## src/design/pdaf_defs.svh

```systemverilog
// port d alternate function override: constants shared by the design files
// assumes it is included once per compilation unit by its bare name
// Summary of operation
// - pin 6 carries timer0 compare a only while its direction bit is one
// - pin 5 carries timer0 compare b only while its direction bit is one
// - pin 3 carries timer2 compare b only while its direction bit is one
// - the same pins carry the timer waveforms in pwm modes
// - pin 5 input feeds timer1 external count source
// - pin 4 feeds timer0 count and serial clock; master mode drives clock out only while its direction bit is one
// - pin 3 input feeds external interrupt one
// - pin 2 input feeds external interrupt zero
// - pin 3 buffer on when irq one enabled or source 19 and group 2 on
// - pin 2 buffer on when irq zero enabled or source 18 and group 1 on
// - all eight pins are pin-change sources 16..23, buffer on with mask and group
// - transmitter enabled forces pin 1 to output with transmit data
// - receiver enabled forces pin 0 to input and feeds the receiver
// - forced input pin 0 keeps pull-up from its value bit unless globally off
// - global pull-up off disables every port pull-up
`ifndef PDAF_DEFS_SVH
`define PDAF_DEFS_SVH
`define PDAF_NPINS      8
`define PDAF_BIT_RX     3'h0
`define PDAF_BIT_TX     3'h1
`define PDAF_BIT_IRQ0   3'h2
`define PDAF_BIT_IRQ1   3'h3
`define PDAF_BIT_XCK    3'h4
`define PDAF_BIT_TIMER0_COMPARE_B_OUT   3'h5
`define PDAF_BIT_TIMER0_COMPARE_A_OUT   3'h6
`define PDAF_BIT_TIMER2_COMPARE_B_OUT   3'h3
`define PDAF_RST_BYTE   8'h00
`define PDAF_RST_RX     1'h1
`endif

```

## src/design/pdaf_pkg.sv

```systemverilog
// port d alternate function override: shared types
// assumes pdaf_defs.svh sits beside it
`default_nettype none
package pdaf_pkg;
  // one override set for a single pin
  typedef struct packed {
    logic puoe;
    logic puov;
    logic ddoe;
    logic ddov;
    logic pvoe;
    logic pvov;
    logic dieoe;
  } pdaf_ovr_t;
endpackage
`default_nettype wire

```

## src/design/pdaf_pin_cell.sv

```systemverilog
// one pin: merges port register settings with alternate overrides
// assumes overrides arrive already decoded, outputs are combinational
`default_nettype none
module pdaf_pin_cell
  import pdaf_pkg::*;
(
  // port register side
  input  wire logic              dir_bit,
  input  wire logic              val_bit,
  input  wire logic              pullup_off,
  // overrides
  input  wire pdaf_pkg::pdaf_ovr_t ovr,
  // resolved pin controls
  output logic                   oe,
  output logic                   out,
  output logic                   pull,
  output logic                   in_en
);
  import pdaf_pkg::*;

  logic dir_eff;
  // each override but dieoe picks its value, else the register bit stands; dieoe alone sets in_en
  always_comb begin
    dir_eff = ovr.ddoe ? ovr.ddov : dir_bit;
    oe      = dir_eff;
    out     = ovr.pvoe ? ovr.pvov : val_bit;
    pull    = ovr.puoe ? ovr.puov : (~dir_eff & val_bit & ~pullup_off);
    in_en   = ovr.dieoe;
  end
endmodule
`default_nettype wire

```

## src/design/pdaf_top.sv

```systemverilog
// port d alternate function override: eight pins, registered pin controls
// every alternate function of the port either takes a pin over or listens to it
// assumes all inputs synchronous to ref_clk; one cycle of latency to the pins
// assumes the ordinary port registers and the peripherals live outside this block
// assumes the board side resolves drive, pull-up and float from the pin controls
`include "pdaf_defs.svh"
`default_nettype none
module pdaf_top
  import pdaf_pkg::*;
(
  // clock and reset
  input  wire logic       ref_clk,
  input  wire logic       sys_rst,
  input  wire logic       clk_en,
  // ordinary port registers
  input  wire logic [7:0] port_dir,
  input  wire logic [7:0] port_val,
  input  wire logic       global_pullup_off,
  // timers
  input  wire logic       timer0_compare_a_en,
  input  wire logic       timer0_compare_a_out,
  input  wire logic       timer0_compare_b_en,
  input  wire logic       timer0_compare_b_out,
  input  wire logic       timer2_compare_b_en,
  input  wire logic       timer2_compare_b_out,
  output logic            timer0_count_input,
  output logic            timer1_count_input,
  // serial port
  input  wire logic       serial0_tx_enable,
  input  wire logic       serial0_transmit_line,
  input  wire logic       serial0_rx_enable,
  output logic            serial0_receive_line,
  input  wire logic       serial_mode_select,
  input  wire logic       serial0_clock_out,
  output logic            serial0_ext_clock,
  // interrupts
  input  wire logic       ext_irq_zero_en,
  input  wire logic       ext_irq_one_en,
  output logic            ext_irq_zero,
  output logic            ext_irq_one,
  input  wire logic [7:0] pin_change_mask,
  input  wire logic       pin_change_group1_en,
  input  wire logic       pin_change_group2_en,
  output logic [7:0]      pin_change_in,
  // board pins
  input  wire logic [7:0] pin_in,
  output logic [7:0]      pin_out,
  output logic [7:0]      pin_oe,
  output logic [7:0]      pin_pullup
);
  import pdaf_pkg::*;

  // ==========================================================
  // override decode
  pdaf_ovr_t  ovr [`PDAF_NPINS];
  logic [7:0] oe_c;
  logic [7:0] out_c;
  logic [7:0] pull_c;
  logic [7:0] ien_c;

  // pin-change buffer gate: source mask bit and its group enable
  function automatic logic pc_on(input logic msk, input logic grp);
    pc_on = msk & grp;
  endfunction

  // a compare unit reaches its pin only while the pin is an output,
  // so a parked timer never fights whatever the board puts on the pin
  function automatic logic cmp_drive(input logic en, input logic dir);
    cmp_drive = en & dir;
  endfunction

  always_comb begin
    // start from no override: an untouched field leaves the pin to its registers
    for (int i = 0; i < `PDAF_NPINS; i++) begin
      ovr[i] = '0;
      ovr[i].dieoe = pc_on(pin_change_mask[i], pin_change_group2_en);
    end

    // compare outputs reach the pin only when the direction bit is set
    ovr[`PDAF_BIT_TIMER0_COMPARE_A_OUT].pvoe = cmp_drive(timer0_compare_a_en, port_dir[`PDAF_BIT_TIMER0_COMPARE_A_OUT]);
    ovr[`PDAF_BIT_TIMER0_COMPARE_A_OUT].pvov = timer0_compare_a_out;
    ovr[`PDAF_BIT_TIMER0_COMPARE_B_OUT].pvoe = cmp_drive(timer0_compare_b_en, port_dir[`PDAF_BIT_TIMER0_COMPARE_B_OUT]);
    ovr[`PDAF_BIT_TIMER0_COMPARE_B_OUT].pvov = timer0_compare_b_out;
    ovr[`PDAF_BIT_TIMER2_COMPARE_B_OUT].pvoe = cmp_drive(timer2_compare_b_en, port_dir[`PDAF_BIT_TIMER2_COMPARE_B_OUT]);
    ovr[`PDAF_BIT_TIMER2_COMPARE_B_OUT].pvov = timer2_compare_b_out;

    // master mode puts the serial clock value on pin 4; the direction bit still
    // decides whether it leaves the chip, so in slave mode an output pin drives its value bit instead
    ovr[`PDAF_BIT_XCK].pvoe  = serial_mode_select;
    ovr[`PDAF_BIT_XCK].pvov  = serial0_clock_out;

    // interrupt inputs keep their buffers on even when pin change is idle
    ovr[`PDAF_BIT_IRQ1].dieoe = ext_irq_one_en |
                                pc_on(pin_change_mask[`PDAF_BIT_IRQ1], pin_change_group2_en);
    // the group 1 enable, not group 2, gates source 18 on this pin
    ovr[`PDAF_BIT_IRQ0].dieoe = ext_irq_zero_en |
                                pc_on(pin_change_mask[`PDAF_BIT_IRQ0], pin_change_group1_en);

    // transmitter owns pin 1 outright: output, transmit data, no pull-up
    ovr[`PDAF_BIT_TX].puoe = serial0_tx_enable;
    ovr[`PDAF_BIT_TX].puov = 1'h0;
    ovr[`PDAF_BIT_TX].ddoe = serial0_tx_enable;
    ovr[`PDAF_BIT_TX].ddov = 1'h1;
    ovr[`PDAF_BIT_TX].pvoe = serial0_tx_enable;
    ovr[`PDAF_BIT_TX].pvov = serial0_transmit_line;

    // receiver makes pin 0 an input but leaves the pull-up to the value bit
    ovr[`PDAF_BIT_RX].puoe = serial0_rx_enable;
    ovr[`PDAF_BIT_RX].ddoe = serial0_rx_enable;
    ovr[`PDAF_BIT_RX].ddov = 1'h0;
    ovr[`PDAF_BIT_RX].puov = port_val[`PDAF_BIT_RX] & ~global_pullup_off;
  end

  // ==========================================================
  // per-pin merge
  // every pin runs the same merge, so one cell type serves all eight
  genvar g;
  generate
    for (g = 0; g < `PDAF_NPINS; g++) begin : g_pin
      pdaf_pin_cell u_cell (
        .dir_bit    (port_dir[g]),
        .val_bit    (port_val[g]),
        .pullup_off (global_pullup_off),
        .ovr        (ovr[g]),
        .oe         (oe_c[g]),
        .out        (out_c[g]),
        .pull       (pull_c[g]),
        .in_en      (ien_c[g])
      );
    end
  endgenerate

  // ==========================================================
  // registered pin controls
  logic [7:0] oe_reg;
  logic [7:0] oe_next;
  logic [7:0] out_reg;
  logic [7:0] out_next;
  logic [7:0] pull_reg;
  logic [7:0] pull_next;

  // next pin controls are the merged cell outputs
  always_comb begin
    oe_next   = oe_c;
    out_next  = out_c;
    pull_next = pull_c;
  end

  // clock enable freezes the pins; reset releases every pin to input, no pull-up
  always_ff @(posedge ref_clk) begin
    if (sys_rst) begin
      oe_reg   <= `PDAF_RST_BYTE;
      out_reg  <= `PDAF_RST_BYTE;
      pull_reg <= `PDAF_RST_BYTE;
    end else if (clk_en) begin
      oe_reg   <= oe_next;
      out_reg  <= out_next;
      pull_reg <= pull_next;
    end
  end

  // ==========================================================
  // registered peripheral inputs; the input buffer only gates the interrupt
  // paths, a disabled buffer reads zero as a sleeping input buffer would
  logic [7:0] pc_reg;
  logic [7:0] pc_next;
  logic       t0_reg;
  logic       t0_next;
  logic       t1_reg;
  logic       t1_next;
  logic       rx_reg;
  logic       rx_next;
  logic       xck_reg;
  logic       xck_next;
  logic       i0_reg;
  logic       i0_next;
  logic       i1_reg;
  logic       i1_next;

  // count, clock and receive paths stay ungated so a sleeping group never stalls them
  always_comb begin
    pc_next  = pin_in & ien_c;
    t0_next  = pin_in[`PDAF_BIT_XCK];
    xck_next = pin_in[`PDAF_BIT_XCK];
    t1_next  = pin_in[`PDAF_BIT_TIMER0_COMPARE_B_OUT];
    i0_next  = pin_in[`PDAF_BIT_IRQ0] & ien_c[`PDAF_BIT_IRQ0];
    i1_next  = pin_in[`PDAF_BIT_IRQ1] & ien_c[`PDAF_BIT_IRQ1];
    rx_next  = pin_in[`PDAF_BIT_RX];
  end

  // the receive line leaves reset high, as an idle serial line would stand
  always_ff @(posedge ref_clk) begin
    if (sys_rst) begin
      pc_reg  <= `PDAF_RST_BYTE;
      t0_reg  <= 1'h0;
      xck_reg <= 1'h0;
      t1_reg  <= 1'h0;
      i0_reg  <= 1'h0;
      i1_reg  <= 1'h0;
      rx_reg  <= `PDAF_RST_RX;
    end else if (clk_en) begin
      pc_reg  <= pc_next;
      t0_reg  <= t0_next;
      xck_reg <= xck_next;
      t1_reg  <= t1_next;
      i0_reg  <= i0_next;
      i1_reg  <= i1_next;
      rx_reg  <= rx_next;
    end
  end

  // ==========================================================
  // outputs come straight from the flops
  assign pin_oe               = oe_reg;
  assign pin_out              = out_reg;
  assign pin_pullup           = pull_reg;
  assign pin_change_in        = pc_reg;
  assign timer0_count_input   = t0_reg;
  assign serial0_ext_clock    = xck_reg;
  assign timer1_count_input   = t1_reg;
  assign ext_irq_zero         = i0_reg;
  assign ext_irq_one          = i1_reg;
  assign serial0_receive_line = rx_reg;
endmodule
`default_nettype wire

```

## config.mk

```make
export PLATFORM = sky130hd
export DESIGN_NAME = pdaf_top
export DESIGN_NICKNAME = d
export VERILOG_FILES = /design/src/design/pdaf_pkg.sv /design/src/design/pdaf_pin_cell.sv /design/src/design/pdaf_top.sv
export VERILOG_INCLUDE_DIRS = /design/src /design/src/design
export SDC_FILE = /design/constraint.sdc
export NUM_CORES = 1
export LEC_CHECK = 0
export BUFFER_PORTS_ARGS = -buffer_cell sky130_fd_sc_hd__buf_2
export CAP_MARGIN = 5
export CORE_MARGIN = 4
export CORE_UTILIZATION = 49
export CTS_CLUSTER_SIZE = 10
export DETAILED_ROUTE_END_ITERATION = 8
export GPL_ROUTABILITY_DRIVEN = 0
export PLACE_DENSITY = 0.95
export SYNTH_ARGS = -nofsm -noshare
export SYNTH_HDL_FRONTEND = slang
export SYNTH_HIERARCHICAL = 1
export SYNTH_SLANG_ARGS = --single-unit
```

## constraint.sdc

```tcl
create_clock -name ref_clk -period 2 [get_ports ref_clk]
set_clock_uncertainty 0.2 [all_clocks]
set_input_delay 0.1 -clock ref_clk [delete_from_list [all_inputs] [get_ports ref_clk]]
set_output_delay 0.1 -clock ref_clk [all_outputs]
set_load 0.005 [all_outputs]
```

==> impl_metrics.json <==
{
  "outcome": "completed",
  "synth_area_mm2": 0.00184,
  "avgRoutedWirePerCell_um": 11.9,
  "dp_hpwl_um": 3180,
  "post-route-period-util_pct": 72.4,
  "cts_setup_buffers": 0,
  "cts-root-buf": "clkbuf_8",
  "reg2reg_setup_slack_ns": 1.05,
  "port-buffer-count": 88,
  "grtUsageTotal_pct": 19.8,
  "io_pins": 89,
  "ys_warn_count": 6,
  "synthTopCellsByArea": "dfxtp_1 (38%), mux2i_1 (14%), o41ai_2 (7.1%)",
  "reg2reg_depth": 2,
  "required_ns": 2.01,
  "num_rows": 22,
  "finalWirelength_um": 4460,
  "first_iter_violations": 64,
  "clkTransAtPathRegs_ns": 0.07,
  "crit_path_top_delay_cell": "dlygate4sd3_1",
  "cp.depth": 6,
  "grt_pass1_wl_um": 7810,
  "grt_max_degree": 45,
  "drive_above_1_share_pct": 34.0,
  "cts_made_buffers": 5,
  "endpoint": "pin_pullup[2]",
  "leakagePower_nw": 1.38,
  "cts_resized": 0,
  "ant_nets": 0,
  "synthToLayoutAreaGrowth_pct": 38.9,
  "syn_inst": 195,
  "cts_tree": "done",
  "cts_sinks": 35,
  "die_w_um": 69.4,
  "vias_per_cell": 4.57,
  "critical_path_class": "in2reg",
  "end_kind": "register",
  "rsz0062_at_grt": "false",
  "arrival_ns": 1.46,
  "grt_pass1_vias": 1782,
  "coreArea_mm2": 0.00366,
  "clock_latency_ns": 0.28,
  "design.die.area_mm2": 0.00481,
  "firstDrtPassIters": 4,
  "vias": 1710,
  "fin_crit_ns": 1.45,
  "setup.worst_path.start": "port_dir[2]",
  "path_cells": "dlygate4sd3_1, buf_2, mux2_4, o41ai_2, mux2i_1, nor2_1",
  "die_h_um": 69.4,
  "synth_cell_types": 20,
  "cts_buffer_depth": 2,
  "seq_area_frac_synth_pct": 38.0,
  "cp-start-kind": "primary input",
  "slew_headroom_pct": 57.5,
  "holdCritPathClass": "in2reg",
  "worstPathBufferInverterCount": 2,
  "worst_pin_slew_ns": 0.637,
  "yosysTopAreaCellShare_pct": 38.0,
  "report.final.slew_viol_count": 0,
  "drc_errors": 0,
  "nNetsFinal": 376,
  "grt_antenna_before_repair": 0,
  "initial_core_util_pct": 50.4,
  "final.setup.tns_ns": 0,
  "power_density_mw_per_mm2": 602,
  "cp_max_fo": 2,
  "regToRegStartpoint": "serial0_receive_line",
  "crit_family": "buffers and inverters",
  "grt_overflow": 0,
  "holdWs_ns": 0.0125,
  "diodes": 0,
  "vdd_ir_drop_max_uv": 436,
  "synth.largest_area_cell": "dfxtp_1",
  "cap_violations": 0,
  "fmax_mhz": 691,
  "ys_ff_latch": 35,
  "finalHoldViolCount": 0,
  "htree_num_levels": 2,
  "slowest_delay_ns": 0.53,
  "whs_path_depth": 4,
  "finalSetupViolCount": 0,
  "r2r_end": "serial0_receive_line",
  "syn_avg_cell_area_um2": 9.46
}
worst min-delay path by stage:
stage,startpoint,to,slack [ns]
floorplan,pin_in[0],serial0_receive_line,0.02
global placement,pin_in[0],serial0_receive_line,0.13
detailed placement,pin_in[0],serial0_receive_line,0.14
CTS,port_dir[4],pin_oe[4],0.007
global route,port_dir[0],pin_oe[0],0.02
finish,port_dir[4],pin_oe[4],0.01
cells by family after synthesis:
| group | count (synthesis) | synth area share [%] |
|---|---|---|
| compound gates | 27 | 12.7 |
| buf+inv | 28 | 11.1 |
| simple gates | 69 | 17.2 |
| flops | 35 | 38.0 |
| other cells | 2 | 0.407 |
| mux | 34 | 20.6 |
per-stage QoR:
step / instances / utilization (%) / area (um2) / worst slack [ns] / total power, mW
finish: 374 / 70.0 / 2560 / 0.552 / 1.54
global placement: 352 / 63.9 / 2340 / 0.823 / 1.04
detailed placement: 352 / 63.9 / 2340 / 0.750 / 1.05
global route: 374 / 70.0 / 2560 / 0.475 / 1.62
CTS: 374 / 70.0 / 2560 / 0.543 / 1.56
floorplan: 235 / - / 1990 / 0.994 / 0.959
flip-flops by register name, indices dropped and copies added, names as in the netlist:
register and cells:
pin_out 8, pin_oe 8, serial0_ext_clock 1, serial0_receive_line 1, timer1_count_input 1, pin_pullup 8
pin_change_in 8
area by class of cell:
class,instances,area (um2)
inverters,8,30.0
clock inverters,1,5.00
repair buffers,103,601
fillers,291,1100
well taps,48,60.1
flip-flops and latches,35,701
clock buffers,7,76.3
multi-input cells,172,1090
worst min-delay path: stages:
cell	delay [ns]
buf_2	0.08
mux2_4	0.14
mux2i_1	0.07
nor2_1	0.08
repair_timing:
item | 4_1_cts | 5_1_grt
hold endpoints to repair | 17 | 0
hold buffers | 14 | 0
setup endpoints to repair | 0 | 0
power by group:
part / leakage (nW) / internal [mW] / switching [mW]
sequential: 0.287 / 0.735 / 0.0195
combinational: 1.05 / 0.164 / 0.141
clock: 0.0422 / 0.244 / 0.237
total: 1.38 / 1.14 / 0.398
per-layer routing:
layer	vias up	global-route usage [%]	wire, um
li1	863	-	-
met1	758	21.2	1660
met2	84	35.1	2220
met3	5	9.71	546
met4	0	4.12	34
met5	-	0	0
cell usage in the layout, fill, tap and decap left out, drive strengths merged, types with 2 or more instances in the layout:
| cell type | netlist | final |
|---|---|---|
| buf | 17 | 89 |
| conb | 2 | 42 |
| dfxtp | 35 | 35 |
| mux2i | 26 | 26 |
| nor2 | 26 | 26 |
| nand2 | 16 | 16 |
| dlygate4sd3 | 0 | 14 |
| and2 | 9 | 9 |
| nand2b | 8 | 8 |
| nand3 | 8 | 8 |
| a21oi | 8 | 8 |
| mux2 | 8 | 8 |
| inv | 8 | 8 |
| o41ai | 8 | 8 |
| o21ai | 8 | 8 |
| clkbuf | 3 | 7 |
| a21o | 2 | 2 |
| nor2b | 2 | 2 |
Yosys cell counts (all sizes together):
master and count:
inv 8, nand2 16, a21oi 8, o21ai 8, nand3 8, conb 2, o41ai 8, mux2i 26
clkbuf 3, a211o 1, nand2b 8, a21o 2, mux2 8, and2 9, buf 17, nor2b 2
dfxtp 35, nor2 26
No activity file was read; power rests on OpenSTA's default activity.
